$ cat config.mk
export PLATFORM = sky130hd
export DESIGN_NAME = aps_proc_setup
export DESIGN_NICKNAME = d
export VERILOG_FILES = /design/src/aps_pkg.sv /design/src/aps_proc_setup.sv /design/src/aps_zero_det.sv /design/src/aps_bus_slave.sv
export SDC_FILE = /design/constraint.sdc
export NUM_CORES = 1
export LEC_CHECK = 0
export BUFFER_PORTS_ARGS = -buffer_cell sky130_fd_sc_hd__buf_2
export CAP_MARGIN = 20
export CORE_MARGIN = 3
export CORE_UTILIZATION = 40
export DETAILED_ROUTE_END_ITERATION = 8
export PLACE_DENSITY = 0.71
export SLEW_MARGIN = 20
export SYNTH_ARGS = -nofsm -noshare
export SYNTH_HDL_FRONTEND = slang
export SYNTH_SLANG_ARGS = --single-unit
$ cat constraint.sdc
create_clock -name clk_i -period 2.44 [get_ports clk_i]
set_input_delay 0.732 -clock clk_i [delete_from_list [all_inputs] [get_ports clk_i]]
set_output_delay 0.732 -clock clk_i [all_outputs]
set_load 0.02 [all_outputs]
$ cat src/aps_pkg.sv
// Purpose: Shared constants for the audio processor setup register pair
// Assumes: 8-bit registers behind a two-wire control bus, 50 MHz clock
// Notes:   Constants and the two-wire slave state type
package aps_pkg;

  // ==========================================================================
  // Register map
  localparam logic [7:0] APS_SETUP_A_ADDR = 8'h00;
  localparam logic [7:0] APS_SETUP_B_ADDR = 8'h01;
  localparam logic [7:0] APS_SETUP_A_RST  = 8'h83;
  localparam logic [7:0] APS_SETUP_B_RST  = 8'h42;

  // ==========================================================================
  // Setup A field positions
  localparam int APS_A_PEAK_FIX   = 7;
  localparam int APS_A_HEADPHONE  = 6;
  localparam int APS_A_BASS_REDIR = 5;
  localparam int APS_A_INTERP_HI  = 4;
  localparam int APS_A_INTERP_LO  = 3;
  localparam int APS_A_CLKSEL_HI  = 2;
  localparam int APS_A_CLKSEL_LO  = 0;

  // Setup B field positions
  localparam int APS_B_LIMIT_COMP = 7;
  localparam int APS_B_ZC_VOLUME  = 6;
  localparam int APS_B_LSB_FIRST  = 5;
  localparam int APS_B_FMT_HI     = 4;
  localparam int APS_B_FMT_LO     = 2;
  localparam int APS_B_ZERO_MUTE  = 1;
  localparam int APS_B_BYPASS     = 0;

  // ==========================================================================
  // Interpolation ratio codes and oversampling factors
  localparam logic [1:0] APS_IR_X4   = 2'h0;
  localparam logic [1:0] APS_IR_X2   = 2'h1;
  localparam logic [1:0] APS_IR_PASS = 2'h2;
  localparam logic [2:0] APS_OSR_X4  = 3'h4;
  localparam logic [2:0] APS_OSR_X2  = 3'h2;
  localparam logic [2:0] APS_OSR_X1  = 3'h1;

  // Processing clock ratio per interp code
  localparam logic [11:0] APS_PROC_RATIO_X4   = 12'h800;
  localparam logic [11:0] APS_PROC_RATIO_X2   = 12'h400;
  localparam logic [11:0] APS_PROC_RATIO_PASS = 12'h200;

  // External clock ratios (multiples of fs)
  localparam logic [9:0] APS_RATIO_64  = 10'h040;
  localparam logic [9:0] APS_RATIO_128 = 10'h080;
  localparam logic [9:0] APS_RATIO_192 = 10'h0c0;
  localparam logic [9:0] APS_RATIO_256 = 10'h100;
  localparam logic [9:0] APS_RATIO_384 = 10'h180;
  localparam logic [9:0] APS_RATIO_512 = 10'h200;
  localparam logic [9:0] APS_RATIO_768 = 10'h300;

  // ==========================================================================
  // Sample rate families and processing clock targets in Hz
  localparam logic [1:0]  APS_FAM_32K   = 2'h0;
  localparam logic [1:0]  APS_FAM_44K1  = 2'h1;
  localparam logic [1:0]  APS_FAM_48K   = 2'h2;
  localparam logic [26:0] APS_PCLK_32K  = 27'h3e80000;
  localparam logic [26:0] APS_PCLK_44K1 = 27'h5622000;
  localparam logic [26:0] APS_PCLK_48K  = 27'h5dc0000;

  // ==========================================================================
  // Serial input formats and right-justified word lengths
  localparam logic [2:0] APS_FMT_STD   = 3'h0;
  localparam logic [2:0] APS_FMT_LJ    = 3'h1;
  localparam logic [2:0] APS_FMT_RJ16  = 3'h2;
  localparam logic [2:0] APS_FMT_RJ18  = 3'h3;
  localparam logic [2:0] APS_FMT_RJ20  = 3'h4;
  localparam logic [2:0] APS_FMT_RJ24  = 3'h5;
  localparam logic [4:0] APS_LEN_16    = 5'h10;
  localparam logic [4:0] APS_LEN_18    = 5'h12;
  localparam logic [4:0] APS_LEN_20    = 5'h14;
  localparam logic [4:0] APS_LEN_24    = 5'h18;

  // Output stage modes in which the peak correction may run
  localparam logic [1:0] APS_OM_FIXED = 2'h0;
  localparam logic [1:0] APS_OM_FULL  = 2'h2;

  // ==========================================================================
  // Control bus and zero detection
  localparam logic [5:0] APS_DEV_ADDR_HI = 6'h0c;
  localparam int         APS_ZERO_RUN    = 2048;

  // Two-wire slave states
  typedef enum logic [2:0] {
    APS_ST_IDLE, APS_ST_DEV, APS_ST_REG, APS_ST_WR, APS_ST_ACK, APS_ST_RD, APS_ST_MACK
  } aps_bus_state_t;

endpackage

$ cat src/aps_proc_setup.sv
// Purpose: Two setup registers of a multichannel audio processor and their decode
// Assumes: Host reaches the registers over the two-wire control bus pins
// Notes:   Decode outputs lag the registers by one cycle
`timescale 1ns/1ps
module aps_proc_setup #(
  parameter int CHANNELS = 8,
  parameter int WIDTH    = 24,
  parameter int ZERO_RUN = aps_pkg::APS_ZERO_RUN
) (
  input  wire logic                      clk_i,
  input  wire logic                      rstn_i,
  // Control bus pins
  input  wire logic                      scl_i,
  input  wire logic                      sda_i,
  input  wire logic                      addr_sel_i,
  output logic                           sda_o,
  output logic                           sda_oe_n_o,
  // Datapath context
  input  wire logic [1:0]                rate_family_i,
  input  wire logic [1:0]                power_out_mode_i,
  input  wire logic                      sample_valid_i,
  input  wire logic [CHANNELS*WIDTH-1:0] mapped_sample_i,
  input  wire logic [WIDTH-1:0]          ch6_map_i,
  input  wire logic [WIDTH-1:0]          bass_mix_scale_i,
  // Decoded controls
  output logic [9:0]                     ext_clk_ratio_o,
  output logic [11:0]                    proc_clk_ratio_o,
  output logic [26:0]                    proc_clk_hz_o,
  output logic [2:0]                     interp_factor_o,
  output logic [WIDTH-1:0]               ch6_feed_o,
  output logic                           bass_redirect_en_o,
  output logic                           headphone_en_o,
  output logic                           peak_power_fix_o,
  output logic                           filter_bypass_o,
  output logic [2:0]                     in_format_sel_o,
  output logic [4:0]                     in_word_len_o,
  output logic                           in_lsb_first_o,
  output logic                           zc_volume_en_o,
  output logic                           limiter_compress_sel_o,
  output logic [CHANNELS-1:0]            zero_mute_o
);
  import aps_pkg::*;

  // ==========================================================================
  // External clock ratio from interpolation code and clock select
  function automatic logic [9:0] ext_ratio(input logic [1:0] ir, input logic [2:0] sel);
    logic x4;
    x4 = (ir == APS_IR_X4);
    if (sel[2]) begin
      ext_ratio = x4 ? APS_RATIO_128 : APS_RATIO_64;
    end else begin
      case (sel[1:0])
        2'h3:    ext_ratio = x4 ? APS_RATIO_256 : APS_RATIO_128;
        2'h2:    ext_ratio = x4 ? APS_RATIO_384 : APS_RATIO_192;
        2'h1:    ext_ratio = x4 ? APS_RATIO_512 : APS_RATIO_256;
        default: ext_ratio = x4 ? APS_RATIO_768 : APS_RATIO_384;
      endcase
    end
  endfunction

  logic [7:0] proc_setup_a;
  logic [7:0] proc_setup_b;
  logic       bus_wr;
  logic [7:0] bus_wr_addr;
  logic [7:0] bus_wr_data;
  logic [7:0] bus_rd_addr;
  logic [7:0] rd_data;

  // ==========================================================================
  // Control bus slave
  aps_bus_slave u_bus (
    .clk_i      (clk_i),
    .rstn_i     (rstn_i),
    .scl_i      (scl_i),
    .sda_i      (sda_i),
    .addr_sel_i (addr_sel_i),
    .sda_o      (sda_o),
    .sda_oe_n_o (sda_oe_n_o),
    .wr_o       (bus_wr),
    .wr_addr_o  (bus_wr_addr),
    .wr_data_o  (bus_wr_data),
    .rd_addr_o  (bus_rd_addr),
    .rd_data_i  (rd_data)
  );

  // Address decode; unmapped reads give zero
  wire        hit_a   = (bus_wr_addr == APS_SETUP_A_ADDR);
  wire        hit_b   = (bus_wr_addr == APS_SETUP_B_ADDR);
  assign rd_data = (bus_rd_addr == APS_SETUP_A_ADDR) ? proc_setup_a :
                   (bus_rd_addr == APS_SETUP_B_ADDR) ? proc_setup_b : 8'h00;

  // ==========================================================================
  // Register storage
  always_ff @(posedge clk_i or negedge rstn_i) begin
    if (!rstn_i) begin
      proc_setup_a <= APS_SETUP_A_RST;
      proc_setup_b <= APS_SETUP_B_RST;
    end else if (bus_wr) begin
      if (hit_a) proc_setup_a <= bus_wr_data;
      if (hit_b) proc_setup_b <= bus_wr_data;
    end
  end

  // ==========================================================================
  // Field extraction
  wire [1:0] interp_ratio    = proc_setup_a[APS_A_INTERP_HI:APS_A_INTERP_LO];
  wire [2:0] clock_ratio_sel = proc_setup_a[APS_A_CLKSEL_HI:APS_A_CLKSEL_LO];
  wire [2:0] in_format_sel   = proc_setup_b[APS_B_FMT_HI:APS_B_FMT_LO];
  wire       bass_redirect   = proc_setup_a[APS_A_BASS_REDIR];
  wire       om_ok           = (power_out_mode_i == APS_OM_FIXED) ||
                               (power_out_mode_i == APS_OM_FULL);

  // Clock ratios; external clock at this ratio is the host's duty
  wire [9:0] next_ext_ratio = ext_ratio(interp_ratio, clock_ratio_sel);

  // Interpolation factor and processing clock ratio
  logic [2:0]  next_interp;
  logic [11:0] next_proc_ratio;
  always_comb begin
    case (interp_ratio)
      APS_IR_X2: begin
        next_interp = APS_OSR_X2; next_proc_ratio = APS_PROC_RATIO_X2;
      end
      APS_IR_PASS: begin
        next_interp = APS_OSR_X1; next_proc_ratio = APS_PROC_RATIO_PASS;
      end
      default: begin
        next_interp = APS_OSR_X4; next_proc_ratio = APS_PROC_RATIO_X4;
      end
    endcase
  end

  // Processing clock target by rate family
  wire [26:0] next_pclk = (rate_family_i == APS_FAM_32K)  ? APS_PCLK_32K  :
                          (rate_family_i == APS_FAM_44K1) ? APS_PCLK_44K1 :
                                                            APS_PCLK_48K;

  // Input format with reserved codes folded onto standard serial
  logic [2:0] next_fmt;
  logic [4:0] next_len;
  always_comb begin
    next_len = APS_LEN_24;
    case (in_format_sel)
      APS_FMT_LJ:   next_fmt = APS_FMT_LJ;
      APS_FMT_RJ16: begin
        next_fmt = APS_FMT_RJ16; next_len = APS_LEN_16;
      end
      APS_FMT_RJ18: begin
        next_fmt = APS_FMT_RJ18; next_len = APS_LEN_18;
      end
      APS_FMT_RJ20: begin
        next_fmt = APS_FMT_RJ20; next_len = APS_LEN_20;
      end
      APS_FMT_RJ24: next_fmt = APS_FMT_RJ24;
      default:      next_fmt = APS_FMT_STD;
    endcase
  end

  // ==========================================================================
  // Registered decode outputs
  always_ff @(posedge clk_i or negedge rstn_i) begin
    if (!rstn_i) begin
      ext_clk_ratio_o  <= '0;
      proc_clk_ratio_o <= '0;
      proc_clk_hz_o    <= '0;
      interp_factor_o  <= '0;
      in_format_sel_o  <= '0;
      in_word_len_o    <= '0;
    end else begin
      ext_clk_ratio_o  <= next_ext_ratio;
      proc_clk_ratio_o <= next_proc_ratio;
      proc_clk_hz_o    <= next_pclk;
      interp_factor_o  <= next_interp;
      in_format_sel_o  <= next_fmt;
      in_word_len_o    <= next_len;
    end
  end

  // Mode flags and channel 6 source
  always_ff @(posedge clk_i or negedge rstn_i) begin
    if (!rstn_i) begin
      ch6_feed_o             <= '0;
      bass_redirect_en_o     <= 1'b0;
      headphone_en_o         <= 1'b0;
      peak_power_fix_o       <= 1'b0;
      filter_bypass_o        <= 1'b0;
      in_lsb_first_o         <= 1'b0;
      zc_volume_en_o         <= 1'b0;
      limiter_compress_sel_o <= 1'b0;
    end else begin
      ch6_feed_o             <= bass_redirect ? bass_mix_scale_i : ch6_map_i;
      bass_redirect_en_o     <= bass_redirect;
      headphone_en_o         <= proc_setup_a[APS_A_HEADPHONE];
      peak_power_fix_o       <= proc_setup_a[APS_A_PEAK_FIX] && om_ok;
      filter_bypass_o        <= proc_setup_b[APS_B_BYPASS];
      in_lsb_first_o         <= proc_setup_b[APS_B_LSB_FIRST];
      zc_volume_en_o         <= proc_setup_b[APS_B_ZC_VOLUME];
      limiter_compress_sel_o <= proc_setup_b[APS_B_LIMIT_COMP];
    end
  end

  // ==========================================================================
  // Zero-detect auto-mute of mapped channels
  aps_zero_det #(
    .CHANNELS (CHANNELS),
    .WIDTH    (WIDTH),
    .RUN      (ZERO_RUN)
  ) u_zero (
    .clk_i    (clk_i),
    .rstn_i   (rstn_i),
    .enable_i (proc_setup_b[APS_B_ZERO_MUTE]),
    .valid_i  (sample_valid_i),
    .sample_i (mapped_sample_i),
    .mute_o   (zero_mute_o)
  );

endmodule

$ cat src/aps_zero_det.sv
// Purpose: Per-channel consecutive zero sample counter with auto-mute
// Assumes: One valid strobe carries one sample for every channel
// Notes:   Counter saturates at the run length, any non-zero sample restarts it
`timescale 1ns/1ps
module aps_zero_det #(
  parameter int CHANNELS = 8,
  parameter int WIDTH    = 24,
  parameter int RUN      = aps_pkg::APS_ZERO_RUN
) (
  input  wire logic                      clk_i,
  input  wire logic                      rstn_i,
  input  wire logic                      enable_i,
  input  wire logic                      valid_i,
  input  wire logic [CHANNELS*WIDTH-1:0] sample_i,
  output logic      [CHANNELS-1:0]       mute_o
);
  import aps_pkg::*;

  localparam int CW = $clog2(RUN + 1);
  localparam logic [CW-1:0] RUN_C = CW'(RUN);

  logic [CW-1:0] run_cnt [CHANNELS];

  // ==========================================================================
  // Independent run counters, one per mapped channel
  for (genvar c = 0; c < CHANNELS; c++) begin : g_ch
    wire is_zero = (sample_i[c*WIDTH +: WIDTH] == '0);

    always_ff @(posedge clk_i or negedge rstn_i) begin
      if (!rstn_i) begin
        run_cnt[c] <= '0;
        mute_o[c]  <= 1'b0;
      end else begin
        if (valid_i) begin
          run_cnt[c] <= !is_zero ? '0 : (run_cnt[c] == RUN_C) ? RUN_C : run_cnt[c] + 1'b1;
        end
        mute_o[c] <= enable_i && (run_cnt[c] == RUN_C);
      end
    end
  end

endmodule

$ cat src/aps_bus_slave.sv
// Purpose: Two-wire control bus slave with address byte and auto-increment
// Assumes: Bus pins sampled as synchronous inputs, much slower than clk_i
// Notes:   Open-drain data pin; enable low means the line is pulled low
`timescale 1ns/1ps
module aps_bus_slave (
  input  wire logic       clk_i,
  input  wire logic       rstn_i,
  input  wire logic       scl_i,
  input  wire logic       sda_i,
  input  wire logic       addr_sel_i,
  output logic            sda_o,
  output logic            sda_oe_n_o,
  output logic            wr_o,
  output logic [7:0]      wr_addr_o,
  output logic [7:0]      wr_data_o,
  output logic [7:0]      rd_addr_o,
  input  wire logic [7:0] rd_data_i
);
  import aps_pkg::*;

  aps_bus_state_t state;
  aps_bus_state_t after;
  logic           scl_q;
  logic           sda_q;
  logic [7:0]     shift;
  logic [3:0]     bit_cnt;
  logic           nak;

  // Edge and condition detection
  wire scl_rise = scl_i & ~scl_q;
  wire scl_fall = ~scl_i & scl_q;
  wire start_c  = scl_i & scl_q & sda_q & ~sda_i;
  wire stop_c   = scl_i & scl_q & ~sda_q & sda_i;
  wire byte_in  = (bit_cnt == 4'h8);
  wire dev_hit  = (shift[7:1] == {APS_DEV_ADDR_HI, addr_sel_i});

  assign sda_o = 1'b0;

  // ==========================================================================
  // Byte engine
  always_ff @(posedge clk_i or negedge rstn_i) begin
    if (!rstn_i) begin
      scl_q <= 1'b1; sda_q <= 1'b1; state <= APS_ST_IDLE; after <= APS_ST_IDLE;
      shift <= '0; bit_cnt <= '0; nak <= 1'b0; sda_oe_n_o <= 1'b1;
      wr_o <= 1'b0; wr_addr_o <= '0; wr_data_o <= '0; rd_addr_o <= '0;
    end else begin
      scl_q <= scl_i;
      sda_q <= sda_i;
      wr_o  <= 1'b0;
      if (start_c) begin
        state <= APS_ST_DEV; bit_cnt <= '0; sda_oe_n_o <= 1'b1;
      end else if (stop_c) begin
        state <= APS_ST_IDLE; sda_oe_n_o <= 1'b1;
      end else begin
        case (state)
          APS_ST_DEV, APS_ST_REG, APS_ST_WR: begin
            if (scl_rise && !byte_in) begin
              shift <= {shift[6:0], sda_i}; bit_cnt <= bit_cnt + 4'h1;
            end else if (scl_fall && byte_in) begin
              sda_oe_n_o <= 1'b0;
              state      <= APS_ST_ACK;
              if (state == APS_ST_DEV) begin
                after <= shift[0] ? APS_ST_RD : APS_ST_REG;
                if (!dev_hit) begin
                  sda_oe_n_o <= 1'b1; state <= APS_ST_IDLE;
                end
              end else if (state == APS_ST_REG) begin
                rd_addr_o <= shift; after <= APS_ST_WR;
              end else begin
                wr_o <= 1'b1; wr_addr_o <= rd_addr_o; wr_data_o <= shift;
                rd_addr_o <= rd_addr_o + 8'h01; after <= APS_ST_WR;
              end
            end
          end
          APS_ST_ACK: if (scl_fall) begin
            bit_cnt <= '0; state <= after; sda_oe_n_o <= 1'b1;
            if (after == APS_ST_RD) begin
              shift <= rd_data_i; sda_oe_n_o <= rd_data_i[7];
              rd_addr_o <= rd_addr_o + 8'h01;
            end
          end
          APS_ST_RD: if (scl_fall) begin
            if (bit_cnt == 4'h7) begin
              sda_oe_n_o <= 1'b1; state <= APS_ST_MACK;
            end else begin
              shift <= {shift[6:0], 1'b0}; sda_oe_n_o <= shift[6];
              bit_cnt <= bit_cnt + 4'h1;
            end
          end
          APS_ST_MACK: begin
            if (scl_rise) nak <= sda_i;
            if (scl_fall) begin
              if (nak) begin
                state <= APS_ST_IDLE;
              end else begin
                state <= APS_ST_RD; bit_cnt <= '0; shift <= rd_data_i;
                sda_oe_n_o <= rd_data_i[7]; rd_addr_o <= rd_addr_o + 8'h01;
              end
            end
          end
          default: state <= APS_ST_IDLE;
        endcase
      end
    end
  end

endmodule

Yosys cells after proc, flatten, opt, wreduce, memory -nomap -nowiden
Index checks and enable logic that the tools add are counted.
{"block": "word_totals", "output_inout_bits": 101, "ff_bits": 258, "in_bits": 250}
{"block": "classes", "eq_ne": 56, "addsub": 10, "mux": 92, "n_reduce_logical": 41, "bitwise": 16}
{"operator": "zero test 24 bit", "count": 8}
{"operator": "2-to-1 mux 12 bit", "count": 16}
{"operator": "2-to-1 mux 8 bit", "count": 18}
{"operator": "adder 12 x 1 -> 12 bit, second input constant", "count": 8}
{"operator": "equality test 12 bit, second input constant", "count": 8}
{"operator": "2-to-1 mux 24 bit", "count": 2}
{"operator": "2-to-1 mux 3 bit", "count": 13}
{"operator": "2-to-1 mux 4 bit", "count": 8}
{"operator": "one-hot mux 8 bit (4 select lines)", "count": 1}
{"operator": "2-to-1 mux 10 bit", "count": 3}
{"operator": "one-hot mux 10 bit (3 select lines)", "count": 1}
{"operator": "2-to-1 mux 27 bit", "count": 1}
{"operator": "one-hot mux 12 bit (2 select lines)", "count": 1}
{"operator": "one-hot mux 8 bit (3 select lines)", "count": 1}
{"operator": "inequality test 4 x 1 -> 1 bit, second input constant", "count": 5}
{"operator": "AND reduction 10 bit", "count": 2}
{"operator": "2-to-1 mux 1 bit", "count": 19}
{"operator": "equality test 3 bit, second input constant", "count": 6}
{"operator": "2-to-1 mux 9 bit", "count": 2}
{"operator": "equality test 8 x 1 -> 1 bit, second input constant", "count": 2}
{"operator": "zero test 8 bit", "count": 2}
{"operator": "one-hot mux 4 bit (4 select lines)", "count": 1}
{"operator": "one-hot mux 3 bit (5 select lines)", "count": 1}
{"operator": "inequality test 2 x 1 -> 1 bit, second input constant", "count": 7}
{"operator": "36 further kinds", "count": 79}

Depth between registers and ports, before layout
Gate-level depths: netlist of run 1.
{"block": "depth", "depth_word": 8, "ltp_mapped": 9, "ltp_nobuf": 7}

Hierarchy
A second synthesis of run 1 with hierarchy kept.
{"block": "hier_totals", "cells_unflattened": 1119, "hier_area_um2": 11327.1}
{"module": "aps_zero_det", "cells_per_inst": 639, "seq_area_each_um2": 2602.5, "n_inst": 1, "area_each_um2": 5823.1}
{"module": "aps_proc_setup", "cells_per_inst": 216, "seq_area_each_um2": 1682.9, "n_inst": 1, "area_each_um2": 2886.5}
{"module": "aps_bus_slave", "cells_per_inst": 264, "seq_area_each_um2": 1179.9, "n_inst": 1, "area_each_um2": 2617.5}

Worst setup path before layout of run 1
OpenSTA, ideal clock, no wires.
{"block": "synth_path", "kind": "input -> register", "start": "input port scl_i", "end": "register u_bus.shift[0]", "path_stages": 5, "t_arrival_ns": 2.130, "path_buffers": 1, "setup_slack_ns": 0.186, "path_cell_list": "nor2b_1 clkbuf_1 o2111ai_1 a211oi_4 mux2_2"}
{"block": "synth_between", "elab_chain_cells": 5, "word_cells_on_any_way": 16}
{"item": "start: declaration", "line": "aps_proc_setup.sv:13", "text": "input wire logic scl_i,"}
{"item": "AND 1 bit", "line": "aps_bus_slave.sv:32, aps_bus_slave.sv:33"}
{"item": "AND 1 bit (on tied branches) (2 in a row)", "line": "aps_bus_slave.sv:32, aps_bus_slave.sv:33"}
{"item": "NOT 1 bit (no line)"}
{"item": "AND reduction 10 bit (no line) (*)"}
{"item": "end signal: assignment", "line": "aps_bus_slave.sv:58", "text": "shift <= {shift[6:0], sda_i}; bit_cnt <= bit_cnt + 4'h1;"}
{"item": "end signal: assignment", "line": "aps_bus_slave.sv:78", "text": "shift <= rd_data_i; sda_oe_n_o <= rd_data_i[7];"}
{"item": "end signal: assignment", "line": "aps_bus_slave.sv:86", "text": "shift <= {shift[6:0], 1'b0}; sda_oe_n_o <= shift[6];"}
{"item": "end: declaration", "line": "aps_bus_slave.sv:25", "text": "logic [7:0] shift;"}
Every way passes the cells marked *; elsewhere a longest branch is shown, timed or not.
A chain may end at the register's enable or synchronous reset.

Worst setup path after layout of run 1
{"block": "layout_path", "start": "register u_bus.bit_cnt[0]", "end": "register u_bus.shift[5]"}
{"block": "layout_between", "elab_chain_cells": 5, "word_cells_on_any_way": 7}
{"item": "start: declaration", "line": "aps_bus_slave.sv:26", "text": "logic [3:0] bit_cnt;"}
{"item": "start signal: assignment", "line": "aps_bus_slave.sv:58"}
{"item": "start signal: assignment", "line": "aps_bus_slave.sv:87", "text": "bit_cnt <= bit_cnt + 4'h1;"}
{"item": "equality test 4 bit", "line": "aps_bus_slave.sv:34", "text": "wire byte_in = (bit_cnt == 4'h8);"}
{"item": "zero test 1 bit", "line": "aps_bus_slave.sv:57", "text": "if (scl_rise && !byte_in) begin"}
{"item": "logical AND 1 bit", "line": "aps_bus_slave.sv:57"}
{"item": "inequality test 2 x 1 -> 1 bit (no line)"}
{"item": "AND reduction 10 bit (no line) (*)"}
Marks and branches as above.

==> results of run 1 <==
==> cell usage after synthesis (5+ instances only) <==
master | n | area share [%]
nand4_1 | 34 | 1.9
a22o_1 | 10 | 0.77
o21ai_0 | 86 | 3.8
nor2_1 | 89 | 2.9
mux2_2 | 64 | 6.3
a31oi_1 | 5 | 0.27
nor2b_1 | 10 | 0.55
dfrtp_1 | 210 | 46
nor4_1 | 78 | 4.3
and4_1 | 12 | 0.92
nand2b_1 | 7 | 0.38
buf_4 | 41 | 2.7
mux2i_1 | 11 | 0.97
o22ai_1 | 7 | 0.38
dfstp_2 | 8 | 1.8
nor3b_1 | 5 | 0.33
nor3_1 | 28 | 1.2
xnor2_1 | 9 | 0.69
clkbuf_1 | 32 | 1.1
o22a_1 | 12 | 0.92
buf_1 | 5 | 0.16
a21oi_1 | 41 | 1.8
inv_1 | 63 | 2.1
nand3_1 | 53 | 2.3
and3_1 | 26 | 1.4
ha_1 | 24 | 2.6
nor4b_1 | 14 | 1.1
nand2_1 | 85 | 2.8
and2_1 | 12 | 0.66
xor2_1 | 11 | 0.85
or3_1 | 8 | 0.44
o31ai_1 | 17 | 1.1
a211oi_1 | 5 | 0.33
==> sequential cells by signal (all words and copies together), names as in the netlist, 8 cells and up <==
signal and count:
u_zero.run_cnt 96, u_bus.wr_data_o 8, u_zero.mute_o 8, proc_setup_a 8
u_bus.shift 8, u_bus.rd_addr_o 8, u_bus.wr_addr_o 8, ch6_feed_o 24
proc_setup_b 8
==> power breakdown <==
group	total, W	internal (W)	switching [W]	leakage [nW]
Combinational	0.00141	0.000623	0.000785	3.33
Sequential	0.00406	0.00382	0.000236	2.90
Clock	0.00364	0.00220	0.00144	0.399
Total	0.00911	0.00665	0.00246	6.62
==> through the flow <==
stage | worst slack [ns] | instances | util [%] | hold slack, ns | power [W]
after floorplan | 0.186 | 1207 | - | 0.352 | 0.00493
after global placement | 0.0734 | 1862 | 48.3 | 0.384 | 0.00549
after detailed placement | 0.0378 | 1862 | 48.3 | 0.398 | 0.00553
after CTS | 0.124 | 1905 | 51.2 | 0.113 | 0.00921
after global routing | 0.0421 | 1905 | 51.2 | 0.129 | 0.00956
final | 0.126 | 1905 | 51.2 | 0.119 | 0.00911
==> worst paths after layout <==
kind                                           to  slack [ns]  cells past startpoint              from
setup reg to reg                   u_bus.shift[5]        0.13                      7  u_bus.bit_cnt[0]
setup / recovery                   u_bus.shift[5]        0.13                      7  u_bus.bit_cnt[0]
min in group clk_i              proc_clk_hz_o[20]        0.36                      1  rate_family_i[1]
max in group asynchronous        in_word_len_o[1]        1.63                      2            rstn_i
hold / removal                 bass_redirect_en_o        0.12                      1            rstn_i
hold reg to reg            limiter_compress_sel_o        0.42                      0   proc_setup_b[7]
==> metal layers <==
layer | up-vias | wire (µm)
met3 | 37 | 1510
li1 | 4908 | -
met5 | - | 0
met2 | 294 | 13900
met4 | 0 | 493
met1 | 4812 | 12400
==> layout make-up <==
class / instances / share of cell area (%)
flip-flops and latches: 218 / 38.2
clock buffers: 34 / 4.89
well taps: 378 / 3.31
inverters: 64 / 1.68
multi-input cells: 846 / 37.5
repair buffers: 356 / 13.7
clock inverters: 9 / 0.692
==> kinds of logic (layout without fill, tap and decap cells) <==
| group | Yosys count | count (layout) | synth area share [%] |
|---|---|---|---|
| AO/OA/AOI/OAI | 220 | 220 | 12.3 |
| flip-flops | 218 | 218 | 48.0 |
| multiplexers | 75 | 75 | 7.29 |
| other | 2 | 34 | 0.0659 |
| AND/OR/NAND/NOR | 473 | 473 | 22.2 |
| buffers and inverters | 143 | 463 | 6.07 |
| XOR/XNOR | 20 | 20 | 1.54 |
| adder cells (fa/ha/maj) | 24 | 24 | 2.64 |
==> qor.yml, run 1 <==
place:
  routabilityCongestion: 0.866
  buffer_ports.inserted: 316
  placed_cell_area_um2: 13500
  place.detailed.hpwl_um: 20900
setup_path:
  cpMaxStageDelayCell: "or4_4"
  cpPeakStageDelay_ns: 0.56
  critical_path_arrival_ns: 2.71
  worstPathMaxFanout: 8
  critPathTopFamily: "simple AND/OR/NAND/NOR gates"
  startpoint_type: "register"
  path_cells: "inv_1 > ha_1 > and3b_1 > or4_4 > a211oi_4 > buf_12 > mux2_2"
  timing_worst_setup_path_type: "reg -> reg"
  setup.worst_path.end_class: "register"
  combined_buffer_and_inverter_count_along_the_critical_path: 2
  required_ns: 2.84
timing:
  tns_ns: 0
  clock_skew_ns: 0.0138
  timing.max_slew.rel_slack_pct: 55.7
  final.period_utilization_pct: 94.8
  period_minus_slack_ns: 2.31
  timing_worst_slew_pin_value_ns: 0.663
  finalHoldViolations: 0
  rsz0062_at_grt: "false"
  fmax_mhz: 432
  maxSlewViolCount: 0
  timing.final.setup_violations: 0
global_route:
  gr-usage-met3_pct: 1.72
  antenna_found_initial: 0
  grtUsageMet2_pct: 31.3
  via_count_of_the_first_global_routing_pass: 9763
  grt.total_usage_pct: 17.8
  overflow: 0
  grt.met1_usage_pct: 23.8
  grt_busiest_layer: "met2"
  grt_pass1_wl_um: 46900
  pin_count_of_the_biggest_net_entering_global_routing: 51
job:
  maxCapViolations: 0
cts:
  root_buffer: "clkbuf_16"
  cts_tree: "built"
  clk_transition_reported_paths_ns: 0.06
  cts.sinks: 218
  worstSkewPairLatency_ns: 0.52
  cts_buffer_depth: 3
  cts-hold-fix-buffers: 0
  cts_setup_buffers: 0
  cts.repair.resized: 0
  cts_max_level: 1
  cts_buffer_count: 24
logic_synthesis:
  synth.distinct_cells: 60
  postSynth.asyncResetShare_pct: 100
  synth.avg_cell_area_um2: 9.70
  synth.yosys.seq_area_share_pct: 48.0
  synth_enable_flop_cells: 0
  post_synth_inst_count: 1175
  ys.flop_type: "dfrtp_1"
  synth.cell_area_um2: 11400
  synth_warnings: 0
  synthesized_flop_and_latch_total: 218
cells_and_area:
  multiInputGateArea_um2: 5360
  area.sequential_um2: 5470
  area_growth_syn_to_layout_pct: 25.4
  fraction_of_layout_instances_using_a_drive_strength_above_1_pct: 31.4
  layout_common_cells: "315 x buf_2, 210 x dfrtp_1, 89 x nor2_1, 86 x o21ai_0, 85 x nand2_1"
  layout.nets: 1784
  layout.cells.most_common: "buf_2"
  fin_area_um2: 14300
  n_antenna_cell: 0
  fillers: 2607
floorplanning:
  initial_utilization_pct: 40.8
  fp.dieH_um: 175
  die-area_um2: 30500
  row_count: 61
  die_x_um: 175
  core_region_area_um2: 27900
  io_pins: 351
power_and_ir_drop:
  cellLeakagePower_nw: 6.62
  power.ir.vdd_worst_mv: 0.449
  power_per_cell_area_nw_per_um2: 637
routing:
  avgViaCountPerCell: 5.28
  avg_wl_per_cell_um: 14.9
  postRouteAntennaNets: 0
  detail_route.iter0.violations: 677
  drc_errors: 0
  postRouteWirelength_um: 28300
  route.vias.total: 10100
  first_pass_iters: 5
run_status:
  run_status: "finished, final reports clean"
min_path:
  hold_class: "in -> async"
Note: power is estimated with default switching activity, not from simulation.
==> inputs of run 2 (changes only) <==
--- a/config.mk
+++ b/config.mk
@@ -11,6 +11,7 @@
 export CORE_UTILIZATION = 40
 export DETAILED_ROUTE_END_ITERATION = 8
 export PLACE_DENSITY = 0.71
+export RECOVER_POWER = 25
 export SLEW_MARGIN = 20
 export SYNTH_ARGS = -nofsm -noshare
 export SYNTH_HDL_FRONTEND = slang
==> qor.yml, run 2 (same netlist as run 1, synthesis figures left out) <==
run_status:
  run_status: "finished, final reports clean"
setup_path:
  setup.worst_path.end_class: "register"
  timing.rr.start: "u_bus.bit_cnt[0]"
  startpoint_type: "register"
  worstPathMaxFanout: 8
  required_ns: 2.84
  reg2reg_depth: 7
  cpPeakStageDelay_ns: 0.56
  timing_worst_setup_path_type: "reg -> reg"
  r2r_setup_slack_ns: 0.12
  path_cells: "inv_1 > ha_1 > and3b_1 > or4_4 > a211oi_4 > buf_12 > mux2_2"
  cpMaxStageDelayCell: "or4_4"
  critical_path.startpoint: "u_bus.bit_cnt[0]"
  critical_path_arrival_ns: 2.72
  crit-reg2reg-capture: "u_bus.shift[5]"
global_route:
  antenna_found_initial: 0
  overflow: 0
  pin_count_of_the_biggest_net_entering_global_routing: 51
  via_count_of_the_first_global_routing_pass: 9763
  grt.total_usage_pct: 17.8
  grt_pass1_wl_um: 46900
floorplanning:
  fp.dieH_um: 175
  core_region_area_um2: 27900
  row_count: 61
  initial_utilization_pct: 40.8
  io_pins: 351
  die_x_um: 175
  die-area_um2: 30500
place:
  post-place-ws_ns: 0.0378
  routabilityCongestion: 0.866
  place.detailed.hpwl_um: 20900
  buffer_ports.inserted: 316
  place_inst: 1862
cells_and_area:
  layout_common_cells: "312 x buf_2, 210 x dfrtp_1, 89 x nor2_1, 86 x o21ai_0, 85 x nand2_1"
  fraction_of_layout_instances_using_a_drive_strength_above_1_pct: 31.0
  multiInputGateArea_um2: 5360
  area.sequential_um2: 5470
  n_antenna_cell: 0
  largest_register_ffs: 96
  post_route_core_utilization_pct: 51.0
  layout.nets: 1784
  instances_no_fill: 1905
  layout.cells.most_common: "buf_2"
  registers.top_by_ff_count: "u_zero.run_cnt"
  area_growth_syn_to_layout_pct: 24.9
  fillers: 2615
  largest_registers: "u_zero.run_cnt: 96 flops, ch6_feed_o: 24 flops"
power_and_ir_drop:
  power.internal_w: 0.00664
  comb_power_share_pct: 15.3
  total_switching_power_w: 0.00246
  cellLeakagePower_nw: 6.60
  sequentialPowerShare_pct: 44.6
  sw_frac_of_total_pct: 27.0
  power.clock.fraction_pct: 40.0
  power_per_cell_area_nw_per_um2: 639
  power.ir.vdd_worst_mv: 0.450
timing:
  holdWs_ns: 0.369
  timing_worst_slew_pin_value_ns: 1.13
  tns_ns: 0
  period_minus_slack_ns: 2.32
  clock_skew_ns: 0.0148
  timing.max_slew.rel_slack_pct: 24.8
  layout_setup_ws_ns: 0.123
  rsz0062_at_grt: "false"
  fmax_mhz: 432
  finalHoldViolations: 0
  maxSlewViolCount: 0
  final.period_utilization_pct: 95.0
  timing.final.setup_violations: 0
cts:
  cts_buffer_depth: 3
  cts-hold-fix-buffers: 0
  clk_transition_reported_paths_ns: 0.06
  worstSkewPairLatency_ns: 0.52
  cts_max_level: 1
  cts.sinks: 218
  cts_buffer_count: 24
  cts_tree: "built"
  cts.repair.resized: 0
  cts_setup_buffers: 0
  root_buffer: "clkbuf_16"
routing:
  route.vias.total: 10100
  avgViaCountPerCell: 5.28
  postRouteAntennaNets: 0
  postRouteWirelength_um: 28300
  avg_wl_per_cell_um: 14.8
  drc_errors: 0
  first_pass_iters: 5
  detail_route.iter0.violations: 760
min_path:
  min_from: "rate_family_i[1]"
  min_delay_path_depth: 1
  hold_class: "in -> reg"
  holdPathEnd: "proc_clk_hz_o[20]"
job:
  maxCapViolations: 0
-- run 2: changes by cell type in the layout (fill, tap and decap cells not counted) --
| cell | before | now |
|---|---|---|
| buf_2 | 315 | 312 |
| clkbuf_1 | 5 | 8 |
| dfstp_2 | 8 | 6 |
| clkbuf_2 | 0 | 1 |
| clkbuf_4 | 0 | 3 |
| dfstp_1 | 0 | 2 |
| buf_8 | 1 | 0 |
| buf_12 | 5 | 2 |
-- run 2: stage by stage --
step	power [W]	instance area [µm²]
3_3_place_gp	0.00549	13500
6_report	0.00909	14200
5_1_grt	0.00955	14200
2_1_floorplan	0.00493	11500
3_5_place_dp	0.00553	13500
4_1_cts	0.00921	14300
-- run 2: how the worst max path moves through the flow --
stage,to,slack (ns),cells past startpoint
after floorplan,u_bus.shift[0],0.19,5
after global routing,u_bus.shift[3],0.04,7
after detailed placement,u_zero.run_cnt[18],0.04,6
after global placement,u_zero.run_cnt[18],0.07,6
final,u_bus.shift[5],0.12,7
after CTS,u_bus.shift[5],0.12,7
-- run 2: critical path: cells and delay by family, from the launching register on --
kind	cells	cell delay, ns
AO/OA/AOI/OAI	1	0.29
adder cells (fa/ha/maj)	1	0.18
buffers and inverters	2	0.22
flip-flops	1	0.40
multiplexers	1	0.33
AND/OR/NAND/NOR	2	0.78
-- run 2: layout make-up --
cell class | count | share of cell area [%]
inverters | 64 | 1.69
well taps | 378 | 3.32
repair buffers | 356 | 13.4
multi-input cells | 846 | 37.6
clock buffers | 34 | 4.91
clock inverters | 9 | 0.694
flip-flops and latches | 218 | 38.4
-- run 2: power groups by stage --
stage | Sequential, W | Combinational, W | Clock (W)
after global placement | 0.00411 | 0.00138 | 0
after global routing | 0.00409 | 0.00157 | 0.00389
after detailed placement | 0.00412 | 0.00141 | 0
after CTS | 0.00406 | 0.00142 | 0.00373
final | 0.00406 | 0.00140 | 0.00364
after floorplan | 0.00408 | 0.000858 | 0
-- run 2: layer usage --
| layer | part of all wire, % | global-route usage [%] | wire length, µm | vias up |
|---|---|---|---|---|
| li1 | - | - | - | 4906 |
| met3 | 5.2 | 1.72 | 1470 | 39 |
| met2 | 50 | 31.3 | 14000 | 280 |
| met5 | 0 | 0 | 0 | - |
| met4 | 1.8 | 4.02 | 496 | 0 |
| met1 | 44 | 23.8 | 12300 | 4832 |
